### config.mk
export PLATFORM = sky130hd
export DESIGN_NAME = video_input_mux_control
export DESIGN_NICKNAME = d
export VERILOG_FILES = /design/src/hw/vmux_pkg.sv /design/src/hw/chan_decode.sv /design/src/hw/video_input_mux_control.sv
export SDC_FILE = /design/constraint.sdc
export NUM_CORES = 1
export LEC_CHECK = 0
export ABC_AREA = 1
export BUFFER_PORTS_ARGS = -buffer_cell sky130_fd_sc_hd__buf_2
export CORE_AREA = 2 2 147 149
export DETAILED_ROUTE_END_ITERATION = 16
export DIE_AREA = 0 0 149 151
export PLACE_DENSITY = 0.82
export SKIP_LAST_GASP = 1
export SLEW_MARGIN = 20
export SYNTH_ARGS = -nofsm -noshare
export SYNTH_HDL_FRONTEND = slang
export SYNTH_HIERARCHICAL = 1
export SYNTH_SLANG_ARGS = --single-unit
### constraint.sdc
create_clock -name aclk -period 3.9 [get_ports aclk]
set_input_delay 0.195 -clock aclk [delete_from_list [all_inputs] [get_ports aclk]]
set_output_delay 0.195 -clock aclk [all_outputs]
set_load 0.01 [all_outputs]
### src/hw/vmux_pkg.sv
// Package with register map, field layouts and types of the input mux control.
package vmux_pkg;

    // ------------------------------------------------------------------
    // Register indices and address width
    // ------------------------------------------------------------------
    localparam logic [11:0] SEL_IDX = 12'h103;
    localparam logic [11:0] GAIN_IDX = 12'h110;
    localparam logic [11:0] FILT_IDX = 12'h111;
    localparam logic [11:0] CONV_IDX = 12'h112;
    localparam logic [11:0] CLK_IDX = 12'h113;
    localparam logic [11:0] TRIM_IDX = 12'h114;
    localparam logic [11:0] STAT_IDX = 12'h115;
    localparam int ADDR_W = 14;

    // ------------------------------------------------------------------
    // Field layouts and reset values
    // ------------------------------------------------------------------
    localparam int CH1_LSB = 0;
    localparam int CH2_LSB = 4;
    localparam int CH3_LSB = 6;
    localparam logic [7:0] SEL_RST = 8'h00;
    localparam logic [1:0] CH2_NONE = 2'h3;
    localparam logic [7:0] GAIN_RST = 8'h00;
    localparam logic [1:0] BW_FULL = 2'h0;
    localparam logic [1:0] BW_HALF = 2'h1;
    localparam logic [1:0] BW_BYPASS = 2'h2;
    localparam logic [7:0] PIX_MULT = 8'h08;
    localparam logic [8:0] AUX_384 = 9'h180;
    localparam logic [8:0] AUX_256 = 9'h100;
    localparam logic [1:0] RESP_OKAY = 2'h0;
    localparam logic [1:0] RESP_SLVERR = 2'h2;
    localparam logic [15:0] ALT_DIV_RST = 16'h0004;

    // ------------------------------------------------------------------
    // Types
    // ------------------------------------------------------------------
    typedef enum logic [1:0] {
        aux_mult_384,
        aux_mult_256,
        aux_free_run,
        aux_mult_custom
    } aux_mode_t;

    typedef struct packed {
        logic [8:0] first_channel_source_select;
        logic [3:0] second_channel_source_select;
        logic [2:0] third_channel_source_select;
    } source_sel_t;

    typedef struct packed {
        logic [1:0] ch1_bw;
        logic [1:0] ch2_bw;
        logic [1:0] ch3_bw;
    } filter_sel_t;

endpackage

### src/hw/chan_decode.sv
// Decoder from a select field to a one-hot input enable vector.
`timescale 1ns/1ps
module chan_decode #(
    parameter int SEL_W = 3,
    parameter int OUT_W = 9,
    parameter int BASE = 0,
    parameter int LIMIT = 8
) (
    input wire logic [SEL_W-1:0] sel,
    output logic [OUT_W-1:0] onehot
);

    // ------------------------------------------------------------------
    // Decode
    // ------------------------------------------------------------------
    // Bit 0 means unconnected; bit k+1 means the k-th candidate input.
    always_comb begin
        onehot = '0;
        if (int'(sel) < LIMIT) begin
            onehot[int'(sel) + 1] = 1'b1;
        end else begin
            onehot[0] = 1'b1;
        end
    end

endmodule

### src/hw/video_input_mux_control.sv
// Top level of the video input mux control with its AXI4-Lite slave.
// Operation
// - First channel field selects inputs one to eight.
// - Second channel field: inputs four to six, none.
// - Third channel field: inputs seven, eight, none.
// - Converter one fixed; converter two shared or alternating.
// - Gain follows loop unless manual gain enabled.
// - Per channel filter: full, half or bypass.
// - Decoder clock multiple of pixel rate, trimmed.
// - Auxiliary clock locked multiple or free running.
//
// The AXI4-Lite slave port was left to the implementer.
`timescale 1ns/1ps
module video_input_mux_control
    import vmux_pkg::*;
#(
    parameter int ALT_W = 16
) (
    input wire logic aclk,
    input wire logic aresetn,
    input wire logic [ADDR_W-1:0] s_axi_awaddr,
    input wire logic s_axi_awvalid,
    output logic s_axi_awready,
    input wire logic [31:0] s_axi_wdata,
    input wire logic [3:0] s_axi_wstrb,
    input wire logic s_axi_wvalid,
    output logic s_axi_wready,
    output logic [1:0] s_axi_bresp,
    output logic s_axi_bvalid,
    input wire logic s_axi_bready,
    input wire logic [ADDR_W-1:0] s_axi_araddr,
    input wire logic s_axi_arvalid,
    output logic s_axi_arready,
    output logic [31:0] s_axi_rdata,
    output logic [1:0] s_axi_rresp,
    output logic s_axi_rvalid,
    input wire logic s_axi_rready,
    input wire logic [7:0] loop_gain,
    input wire logic [15:0] field_rate_error,
    output source_sel_t source_sel,
    output logic second_converter_from_third,
    output logic second_converter_power_down,
    output logic [7:0] amplifier_gain,
    output filter_sel_t filter_sel,
    output logic [7:0] decoder_pll_mult,
    output logic [15:0] decoder_pll_frac,
    output aux_mode_t aux_pll_mode,
    output logic [8:0] aux_pll_mult
);

    // ------------------------------------------------------------------
    // Register storage
    // ------------------------------------------------------------------
    logic [7:0] video_input_select_reg;
    logic [8:0] gain_ctrl_reg;
    logic [5:0] filter_ctrl_reg;
    logic [17:0] conv_ctrl_reg;
    logic [18:0] clk_ctrl_reg;
    logic [15:0] trim_base_reg;
    logic [ALT_W-1:0] alt_cnt_reg;
    logic alt_phase_reg;
    logic [31:0] wdata_reg;
    logic [ADDR_W-1:0] awaddr_reg;
    logic aw_held_reg;
    logic w_held_reg;
    logic wstrb0_reg;

    // ------------------------------------------------------------------
    // Write channel handshake
    // ------------------------------------------------------------------
    wire aw_take = s_axi_awvalid && s_axi_awready;
    wire w_take = s_axi_wvalid && s_axi_wready;
    wire aw_have = aw_held_reg || aw_take;
    wire w_have = w_held_reg || w_take;
    wire do_write = aw_have && w_have && !s_axi_bvalid;
    wire [ADDR_W-1:0] wr_addr = aw_held_reg ? awaddr_reg : s_axi_awaddr;
    wire [31:0] wr_data = w_held_reg ? wdata_reg : s_axi_wdata;
    wire [11:0] wr_idx = wr_addr[13:2];
    wire wr_lane0 = w_held_reg ? wstrb0_reg : s_axi_wstrb[0];
    wire wr_sel = do_write && wr_idx == SEL_IDX && wr_lane0;
    wire wr_gain = do_write && wr_idx == GAIN_IDX;
    wire wr_filt = do_write && wr_idx == FILT_IDX && wr_lane0;
    wire wr_conv = do_write && wr_idx == CONV_IDX;
    wire wr_clk = do_write && wr_idx == CLK_IDX;
    wire wr_trim = do_write && wr_idx == TRIM_IDX;
    wire wr_hit = wr_idx == SEL_IDX || wr_idx == GAIN_IDX ||
        wr_idx == FILT_IDX || wr_idx == CONV_IDX ||
        wr_idx == CLK_IDX || wr_idx == TRIM_IDX;

    always_ff @(posedge aclk) begin
        if (!aresetn) begin
            aw_held_reg <= 1'b0;
            w_held_reg <= 1'b0;
            awaddr_reg <= '0;
            wdata_reg <= '0;
            wstrb0_reg <= 1'b0;
            s_axi_awready <= 1'b0;
            s_axi_wready <= 1'b0;
            s_axi_bvalid <= 1'b0;
            s_axi_bresp <= RESP_OKAY;
        end else begin
            if (aw_take) begin
                awaddr_reg <= s_axi_awaddr;
            end
            if (w_take) begin
                wdata_reg <= s_axi_wdata;
                wstrb0_reg <= s_axi_wstrb[0];
            end
            aw_held_reg <= aw_have && !do_write;
            w_held_reg <= w_have && !do_write;
            s_axi_awready <= !aw_have && !s_axi_awready;
            s_axi_wready <= !w_have && !s_axi_wready;
            if (do_write) begin
                s_axi_bvalid <= 1'b1;
                s_axi_bresp <= wr_hit ? RESP_OKAY : RESP_SLVERR;
            end else if (s_axi_bready) begin
                s_axi_bvalid <= 1'b0;
            end
        end
    end

    // ------------------------------------------------------------------
    // Control registers
    // ------------------------------------------------------------------
    always_ff @(posedge aclk) begin
        if (!aresetn) begin
            video_input_select_reg <= SEL_RST;
            gain_ctrl_reg <= {1'b0, GAIN_RST};
            filter_ctrl_reg <= {BW_FULL, BW_FULL, BW_FULL};
            conv_ctrl_reg <= {ALT_DIV_RST, 2'b00};
            clk_ctrl_reg <= {AUX_384, 2'b00, PIX_MULT};
            trim_base_reg <= '0;
        end else begin
            if (wr_sel) begin
                video_input_select_reg <= wr_data[7:0];
            end
            if (wr_gain) begin
                gain_ctrl_reg <= wr_data[8:0];
            end
            if (wr_filt) begin
                filter_ctrl_reg <= wr_data[5:0];
            end
            if (wr_conv) begin
                conv_ctrl_reg <= wr_data[17:0];
            end
            if (wr_clk) begin
                clk_ctrl_reg <= wr_data[18:0];
            end
            if (wr_trim) begin
                trim_base_reg <= wr_data[15:0];
            end
        end
    end

    // ------------------------------------------------------------------
    // Channel source decode
    // ------------------------------------------------------------------
    logic [8:0] ch1_dec;
    logic [3:0] ch2_dec;
    logic [2:0] ch3_dec;

    chan_decode #(.SEL_W(3), .OUT_W(9), .LIMIT(8)) u_ch1 (
        .sel(video_input_select_reg[CH1_LSB +: 3]),
        .onehot(ch1_dec)
    );
    chan_decode #(.SEL_W(2), .OUT_W(4), .LIMIT(3)) u_ch2 (
        .sel(video_input_select_reg[CH2_LSB +: 2]),
        .onehot(ch2_dec)
    );
    chan_decode #(.SEL_W(2), .OUT_W(3), .LIMIT(2)) u_ch3 (
        .sel(video_input_select_reg[CH3_LSB +: 2]),
        .onehot(ch3_dec)
    );

    // ------------------------------------------------------------------
    // Converter sharing, gain, clocks
    // ------------------------------------------------------------------
    wire alt_en = conv_ctrl_reg[0];
    wire static_third = conv_ctrl_reg[1];
    wire [ALT_W-1:0] alt_div = ALT_W'(conv_ctrl_reg[17:2]);
    wire alt_wrap = alt_cnt_reg >= alt_div;
    wire ch2_none = video_input_select_reg[CH2_LSB +: 2] == CH2_NONE;
    wire ch3_none = video_input_select_reg[CH3_LSB + 1];
    wire manual_gain = gain_ctrl_reg[8];
    wire [1:0] aux_sel = clk_ctrl_reg[9:8];
    wire [15:0] trimmed = trim_base_reg + field_rate_error;

    always_ff @(posedge aclk) begin
        if (!aresetn) begin
            alt_cnt_reg <= '0;
            alt_phase_reg <= 1'b0;
            source_sel <= '0;
            second_converter_from_third <= 1'b0;
            second_converter_power_down <= 1'b0;
            amplifier_gain <= GAIN_RST;
            filter_sel <= '0;
            decoder_pll_mult <= PIX_MULT;
            decoder_pll_frac <= '0;
            aux_pll_mode <= aux_mult_384;
            aux_pll_mult <= AUX_384;
        end else begin
            alt_cnt_reg <= alt_wrap ? '0 : alt_cnt_reg + 1'b1;
            if (alt_wrap) begin
                alt_phase_reg <= !alt_phase_reg;
            end
            source_sel <= '{ch1_dec, ch2_dec, ch3_dec};
            second_converter_from_third <= alt_en ? alt_phase_reg :
                static_third;
            second_converter_power_down <= ch2_none && ch3_none;
            amplifier_gain <= manual_gain ? gain_ctrl_reg[7:0] :
                loop_gain;
            filter_sel <= filter_ctrl_reg;
            decoder_pll_mult <= clk_ctrl_reg[7:0];
            decoder_pll_frac <= trimmed;
            aux_pll_mode <= aux_mode_t'(aux_sel);
            case (aux_mode_t'(aux_sel))
                aux_mult_384: aux_pll_mult <= AUX_384;
                aux_mult_256: aux_pll_mult <= AUX_256;
                default: aux_pll_mult <= clk_ctrl_reg[18:10];
            endcase
        end
    end

    // ------------------------------------------------------------------
    // Read channel
    // ------------------------------------------------------------------
    wire [11:0] rd_idx = s_axi_araddr[13:2];
    wire [31:0] rd_word =
        rd_idx == SEL_IDX ? {24'h0, video_input_select_reg} :
        rd_idx == GAIN_IDX ? {23'h0, gain_ctrl_reg} :
        rd_idx == FILT_IDX ? {26'h0, filter_ctrl_reg} :
        rd_idx == CONV_IDX ? {14'h0, conv_ctrl_reg} :
        rd_idx == CLK_IDX ? {13'h0, clk_ctrl_reg} :
        rd_idx == TRIM_IDX ? {16'h0, trim_base_reg} :
        {8'h0, amplifier_gain, decoder_pll_frac};
    wire rd_hit = rd_idx == SEL_IDX || rd_idx == GAIN_IDX ||
        rd_idx == FILT_IDX || rd_idx == CONV_IDX || rd_idx == CLK_IDX ||
        rd_idx == TRIM_IDX || rd_idx == STAT_IDX;
    wire ar_take = s_axi_arvalid && s_axi_arready;

    always_ff @(posedge aclk) begin
        if (!aresetn) begin
            s_axi_arready <= 1'b0;
            s_axi_rvalid <= 1'b0;
            s_axi_rdata <= '0;
            s_axi_rresp <= RESP_OKAY;
        end else begin
            s_axi_arready <= !s_axi_rvalid && !s_axi_arready &&
                s_axi_arvalid;
            if (ar_take) begin
                s_axi_rvalid <= 1'b1;
                s_axi_rdata <= rd_hit ? rd_word : 32'h0;
                s_axi_rresp <= rd_hit ? RESP_OKAY : RESP_SLVERR;
            end else if (s_axi_rready) begin
                s_axi_rvalid <= 1'b0;
            end
        end
    end

endmodule

# [After elaboration in Yosys (flattened, before gate mapping)]
# Index checks and enable logic that the tools add are counted.
[word_totals] reg_bits=237 in_bits=95 out_inout_bits=108 word_cells=144
[classes] addsub=5 order_cmp=9 eq_ne=15 n_mux=27 n_bitwise=1 reduce_logical=51
[op_table] op="$mux W24" n=7
[op_table] op="$eq A12 B9 Y1 const B" n=13
[op_table] op="$ge A32 B1 Y1 const B" n=3
[op_table] op="$lt A32 B4 Y1 const B" n=2
[op_table] op="$lt A32 B6 Y1 const B" n=1
[op_table] op="$logic_and A1 B1 Y1" n=23
[op_table] op="$mux W19" n=1
[op_table] op="$pmux W9 S2" n=1
[op_table] op="$add A16 B1 Y16 const B" n=1
[op_table] op="$add A16 B16 Y16" n=1
[op_table] op="$ge A16 B16 Y1" n=1
[op_table] op="$mux W14" n=1
[op_table] op="$logic_or A1 B1 Y1" n=13
[op_table] op="$mux W1" n=11
[op_table] op="$logic_not A1 Y1" n=9
[op_table] op="$mux W8" n=1
[op_table] op="$add A2 B1 Y3 const B" n=2
[op_table] op="$add A3 B1 Y4 const B" n=1
[op_table] op="$demux W1 S2" n=2
[op_table] op="$demux W1 S4" n=1
[op_table] op="$lt A2 B2 Y1 const B" n=2
[op_table] op="$mux W2" n=2
[op_table] op="$reduce_and A2 Y1" n=2
[op_table] op="$reduce_bool A2 Y1" n=2
[op_table] op="5 further kinds" n=5

# [Logic depth before layout (Yosys ltp)]
[logic_depth] ltp_word=8 depth_mapped=14 mapped_depth_nobuf=14

# [Cells and area by module]
# Netlist, hierarchy kept.
[by_module_without_submodules] mod="video_input_mux_control" n_inst=1 cells_per_inst=1407 area_per_inst_um2=10126.0 seq_area_each_um2=4504.3
[by_module_without_submodules] mod="chan_decode (u_ch1)" n_inst=1 cells_per_inst=17 area_per_inst_um2=67.6 seq_area_each_um2=0.0
[by_module_without_submodules] mod="chan_decode (u_ch2)" n_inst=1 cells_per_inst=7 area_per_inst_um2=26.3 seq_area_each_um2=0.0
[by_module_without_submodules] mod="chan_decode (u_ch3)" n_inst=1 cells_per_inst=4 area_per_inst_um2=15.0 seq_area_each_um2=0.0

# [Worst setup path before layout]
# OpenSTA, ideal clock, no wires.
[synth_path] path_kind="register -> register" from="register s_axi_wready" to="register video_input_select_reg[5]" setup_ns=0.120 arrival_time_ns=1.671 required_time_ns=3.780 path_slack_ns=2.109 stages_incl_launch_ff=11 path_buffers=1 cell_sequence="dfxtp_1 nand2_2 inv_2 nor2_1 nor3_4 inv_2 nor2_2 nand3_2 buf_6 o21ai_0 a21oi_1"
[synth_via] elab_chain_cells=6
[synth_rtl] item="start, declared" line_no="video_input_mux_control.sv:27" source="output logic s_axi_wready,"
[synth_rtl] item="start signal, assigned" line_no="video_input_mux_control.sv:112" source="s_axi_wready <= !w_have && !s_axi_wready;"
[synth_rtl] item="$logic_and A1 B1 Y1" line_no="video_input_mux_control.sv:72" source="wire w_take = s_axi_wvalid && s_axi_wready;"
[synth_rtl] item="$logic_or A1 B1 Y1" line_no="video_input_mux_control.sv:74" source="wire w_have = w_held_reg || w_take;"
[synth_rtl] item="$logic_and A1 B1 Y1 (2 in a row)" line_no="video_input_mux_control.sv:75" source="wire do_write = aw_have && w_have && !s_axi_bvalid;"
[synth_rtl] item="$logic_and A1 B1 Y1 (2 in a row)" line_no="video_input_mux_control.sv:80" source="wire wr_sel = do_write && wr_idx == SEL_IDX && wr_lane0;"
[synth_rtl] item="end signal, assigned" line_no="video_input_mux_control.sv:135" source="video_input_select_reg <= wr_data[7:0];"
[synth_rtl] item="end, declared" line_no="video_input_mux_control.sv:54" source="logic [7:0] video_input_select_reg;"
# No other way between the ends.
# A chain may end at the register's enable or synchronous reset.

# [Worst setup path after layout]
[layout_path] from="register aw_held_reg" to="register conv_ctrl_reg[14]"
[layout_via] elab_chain_cells=4 elab_cells_between_ends=6 cone_classes="1 x eq/ne; 1 x mux; 4 x reduce/logical"
[layout_rtl] item="start, declared" line_no="video_input_mux_control.sv:64" source="logic aw_held_reg;"
[layout_rtl] item="start signal, assigned" line_no="video_input_mux_control.sv:109" source="aw_held_reg <= aw_have && !do_write;"
[layout_rtl] item="parallel branches: the longest is 3 deep, another holds $mux W14"
[layout_rtl] item="$logic_and A1 B1 Y1 *" line_no="video_input_mux_control.sv:83" source="wire wr_conv = do_write && wr_idx == CONV_IDX;"
[layout_rtl] item="end signal, assigned" line_no="video_input_mux_control.sv:130" source="conv_ctrl_reg <= {ALT_DIV_RST, 2'b00};"
[layout_rtl] item="end signal, assigned" line_no="video_input_mux_control.sv:144" source="conv_ctrl_reg <= wr_data[17:0];"
[layout_rtl] item="end, declared" line_no="video_input_mux_control.sv:57" source="logic [17:0] conv_ctrl_reg;"
# Mark *: on every way between the ends.

==> results.py <==
metrics = {
    "floorplanning": {
        "ios": 203,
        "coreArea_mm2": 0.0208,
        "die_area_mm2": 0.0225,
        "die_w_um": 149,
        "rows": 53,
        "initial_core_util_pct": 49.2,
        "dieHeight_um": 151,
    },
    "power": {
        "leakage_nw": 5.87,
        "clockPowerShare_pct": 44.3,
        "sequentialPowerShare_pct": 47.0,
        "p_per_area_mw_per_mm2": 411,
        "p_sw_mw": 1.22,
        "combinationalPowerShare_pct": 8.7,
        "ir_drop_uv": 278,
        "p_int_mw": 3.86,
        "switching_share_pct": 24.1,
    },
    "yosys": {
        "yosys-top-cells-area": "dfxtp_1 (44%), nand2_1 (10%), a21oi_1 (8.8%), inv_1 (7.0%), o21ai_0 (6.4%)",
        "netlist_area_mm2": 0.0102,
        "async_flop_share_pct": 0,
        "synth-edff-count": 0,
        "syn_inst": 1435,
        "synth-warning-count": 6,
        "synth_top_area_share_pct": 44.0,
        "synth.largest_area_cell": "dfxtp_1",
        "ys_seq_area_share_pct": 44.0,
        "ys_seq_elements": 225,
        "synth.avg_cell_area_um2": 7.13,
        "synth.distinct_cells": 48,
        "synth_ff_type": "dfxtp_1",
    },
    "cells_and_area": {
        "final-seq-area_mm2": 0.00450,
        "nNetsFinal": 1747,
        "multiInputGateArea_mm2": 0.00468,
        "final.fill_count": 1873,
        "largest_reg_flops": 24,
        "finish.instance_area_mm2": 0.0124,
        "final_layout_size_suffix_gt1_share_pct": 15.0,
        "synthToLayoutAreaGrowth_pct": 20.7,
    },
    "placed_design": {
        "placedInstanceArea_mm2": 0.0112,
        "dp_hpwl_um": 20600,
        "portBuffers": 172,
        "gp_congestion": 0.950,
    },
    "timing": {
        "fin_crit_sh_pct": 69.4,
        "hold_viol_final": 0,
        "worst_clock_skew_ps": 13.1,
        "tns_ps": 0,
        "fmaxAchievable_mhz": 370,
        "rsz0062_at_grt": "no",
        "drv_slew": 0,
        "period_minus_slack_ps": 2710,
        "tightest_slew_ps": 1160,
        "slew_headroom_pct": 21.6,
        "whs_ps": 10.7,
        "finalSetupViolations": 0,
    },
    "setup_path": {
        "cp.arrival_ps": 3080,
        "crit_type": "flip-flop to flip-flop",
        "critPathLaunchType": "flip-flop",
        "required_ps": 4270,
        "endpoint_kind": "flip-flop",
        "cp_max_fo": 32,
    },
    "clocking": {
        "cts-htree-levels": 1,
        "cts_made_buffers": 24,
        "cts.clk_slew.worst_paths_ps": 60,
        "cts_resized": 0,
        "clock-sinks": 225,
        "tritoncts": "built",
        "cts_buffer_depth": 3,
        "cts_root_buffer": "clkbuf_16",
        "insertion_delay_ps": 520,
    },
    "global_route": {
        "grt_max_degree": 82,
        "overflow": 0,
        "grt_pass1_vias": 9212,
        "antenna_found_initial": 0,
        "grt_pass1_wl_um": 44800,
        "grt_usage_pct": 25.1,
    },
    "drt": {
        "drt_iter0_drc": 884,
        "dr_total_vias": 10100,
        "drt-total-wl_um": 28800,
        "viasPerCell": 5.30,
        "wire_per_inst_um": 15.1,
        "ant_nets": 0,
        "firstDrtPassIters": 6,
        "drcViolationCount": 0,
    },
    "worst_hold_path": {
        "hold_path_class": "primary input to flip-flop",
    },
    "run_status": {
        "outcome": "finished, final reports clean",
    },
    "flow_run": {
        "drv_cap": 0,
    },
}
## final timing paths
check,start,endpoint,depth (start not counted),slack (ps)
worst max-delay path,aw_held_reg,conv_ctrl_reg[14],7,1190
worst min register to register,filter_ctrl_reg[2],filter_sel[2],2,430
worst max register to register,aw_held_reg,conv_ctrl_reg[14],7,1190
worst min-delay path,s_axi_awaddr[2],awaddr_reg[2],3,10
## synthesized netlist by cell type, types with 3 or more instances
cell,count
nand3_1,65
nor4_1,3
o21ai_0,130
nor3_1,12
nor2_2,5
buf_6,3
nand2_2,4
inv_2,6
dfxtp_1,225
nand3b_1,6
buf_4,12
a31oi_1,4
clkbuf_1,39
ha_1,32
xor2_1,4
nor2_1,160
a32oi_1,3
o21ai_1,6
inv_1,190
a21oi_1,179
or2_2,4
buf_2,12
buf_1,3
xnor2_1,7
nand2_1,276
nand4_1,18
## area by class of cell
class | count | share of cell area, %
multi-input combinational | 951 | 37.9
timing repair buffer | 218 | 10.6
inverter | 199 | 6.06
antenna | 1 | 0.0203
sequential | 225 | 36.5
clock inverter | 7 | 0.739
tap | 275 | 2.78
clock buffer | 32 | 5.52
## metrics by stage
step	std cells	power [mW]	utilization, %	setup WS, ps
floorplan	1444	2.69	-	2110
global placement	1830	2.82	53.8	1120
detailed placement	1830	2.84	53.8	925
CTS	1907	5.09	59.3	925
global route	1907	5.25	59.3	781
finish	1908	5.08	59.3	1190
## layer usage
metal  wire, µm  GRT usage [%]
met1      11400           31.1
met2      13600           43.1
met3       2570           4.19
met4       1210           11.0
met5          0              0
## power groups by stage
stage	registers [mW]	clock network, mW	logic, mW
final	2.39	2.25	0.440
after global placement	2.44	0	0.386
after CTS	2.39	2.26	0.432
after global routing	2.40	2.37	0.486
after floorplan	2.44	0	0.250
after detailed placement	2.44	0	0.399
## worst max-delay path, stage by stage (launching register included)
cell     delay [ps]
dfxtp_1         670
inv_2           120
nand2_1          80
o21ai_1         130
nor4_1          520
nand3_2         590
o21ai_0         370
a21oi_1          70
## layout by cell type (no fill, tap or decap), drive strengths merged, types with 4 or more instances in the layout
| master | n |
|---|---|
| nand2 | 280 |
| dfxtp | 225 |
| inv | 196 |
| buf | 180 |
| a21oi | 179 |
| nor2 | 166 |
| o21ai | 138 |
| nand3 | 66 |
| dlygate4sd3 | 38 |
| ha | 32 |
| clkbuf | 32 |
| nand4 | 19 |
| nor3 | 14 |
| conb | 11 |
| xnor2 | 7 |
| clkinv | 7 |
| nand3b | 6 |
| or2 | 4 |
| a31oi | 4 |
| xor2 | 4 |
## kinds of logic after synthesis
kind of cell             count (synthesis)  share of synthesized area, %
adder cells (fa/ha/maj)                 33                          4.11
flip-flops                             225                          44.0
buffers and inverters                  268                          10.6
multiplexers                             1                        0.0978
AO/OA/AOI/OAI                          334                          16.8
AND/OR/NAND/NOR                        561                          23.3
XOR/XNOR                                11                         0.941
other                                    2                        0.0734
## what timing repair did
item                      4_1_cts  5_1_grt
setup buffers                   0        0
hold buffers                   38        0
hold endpoints to repair       38        0
No activity file was read; power rests on OpenSTA's default activity.
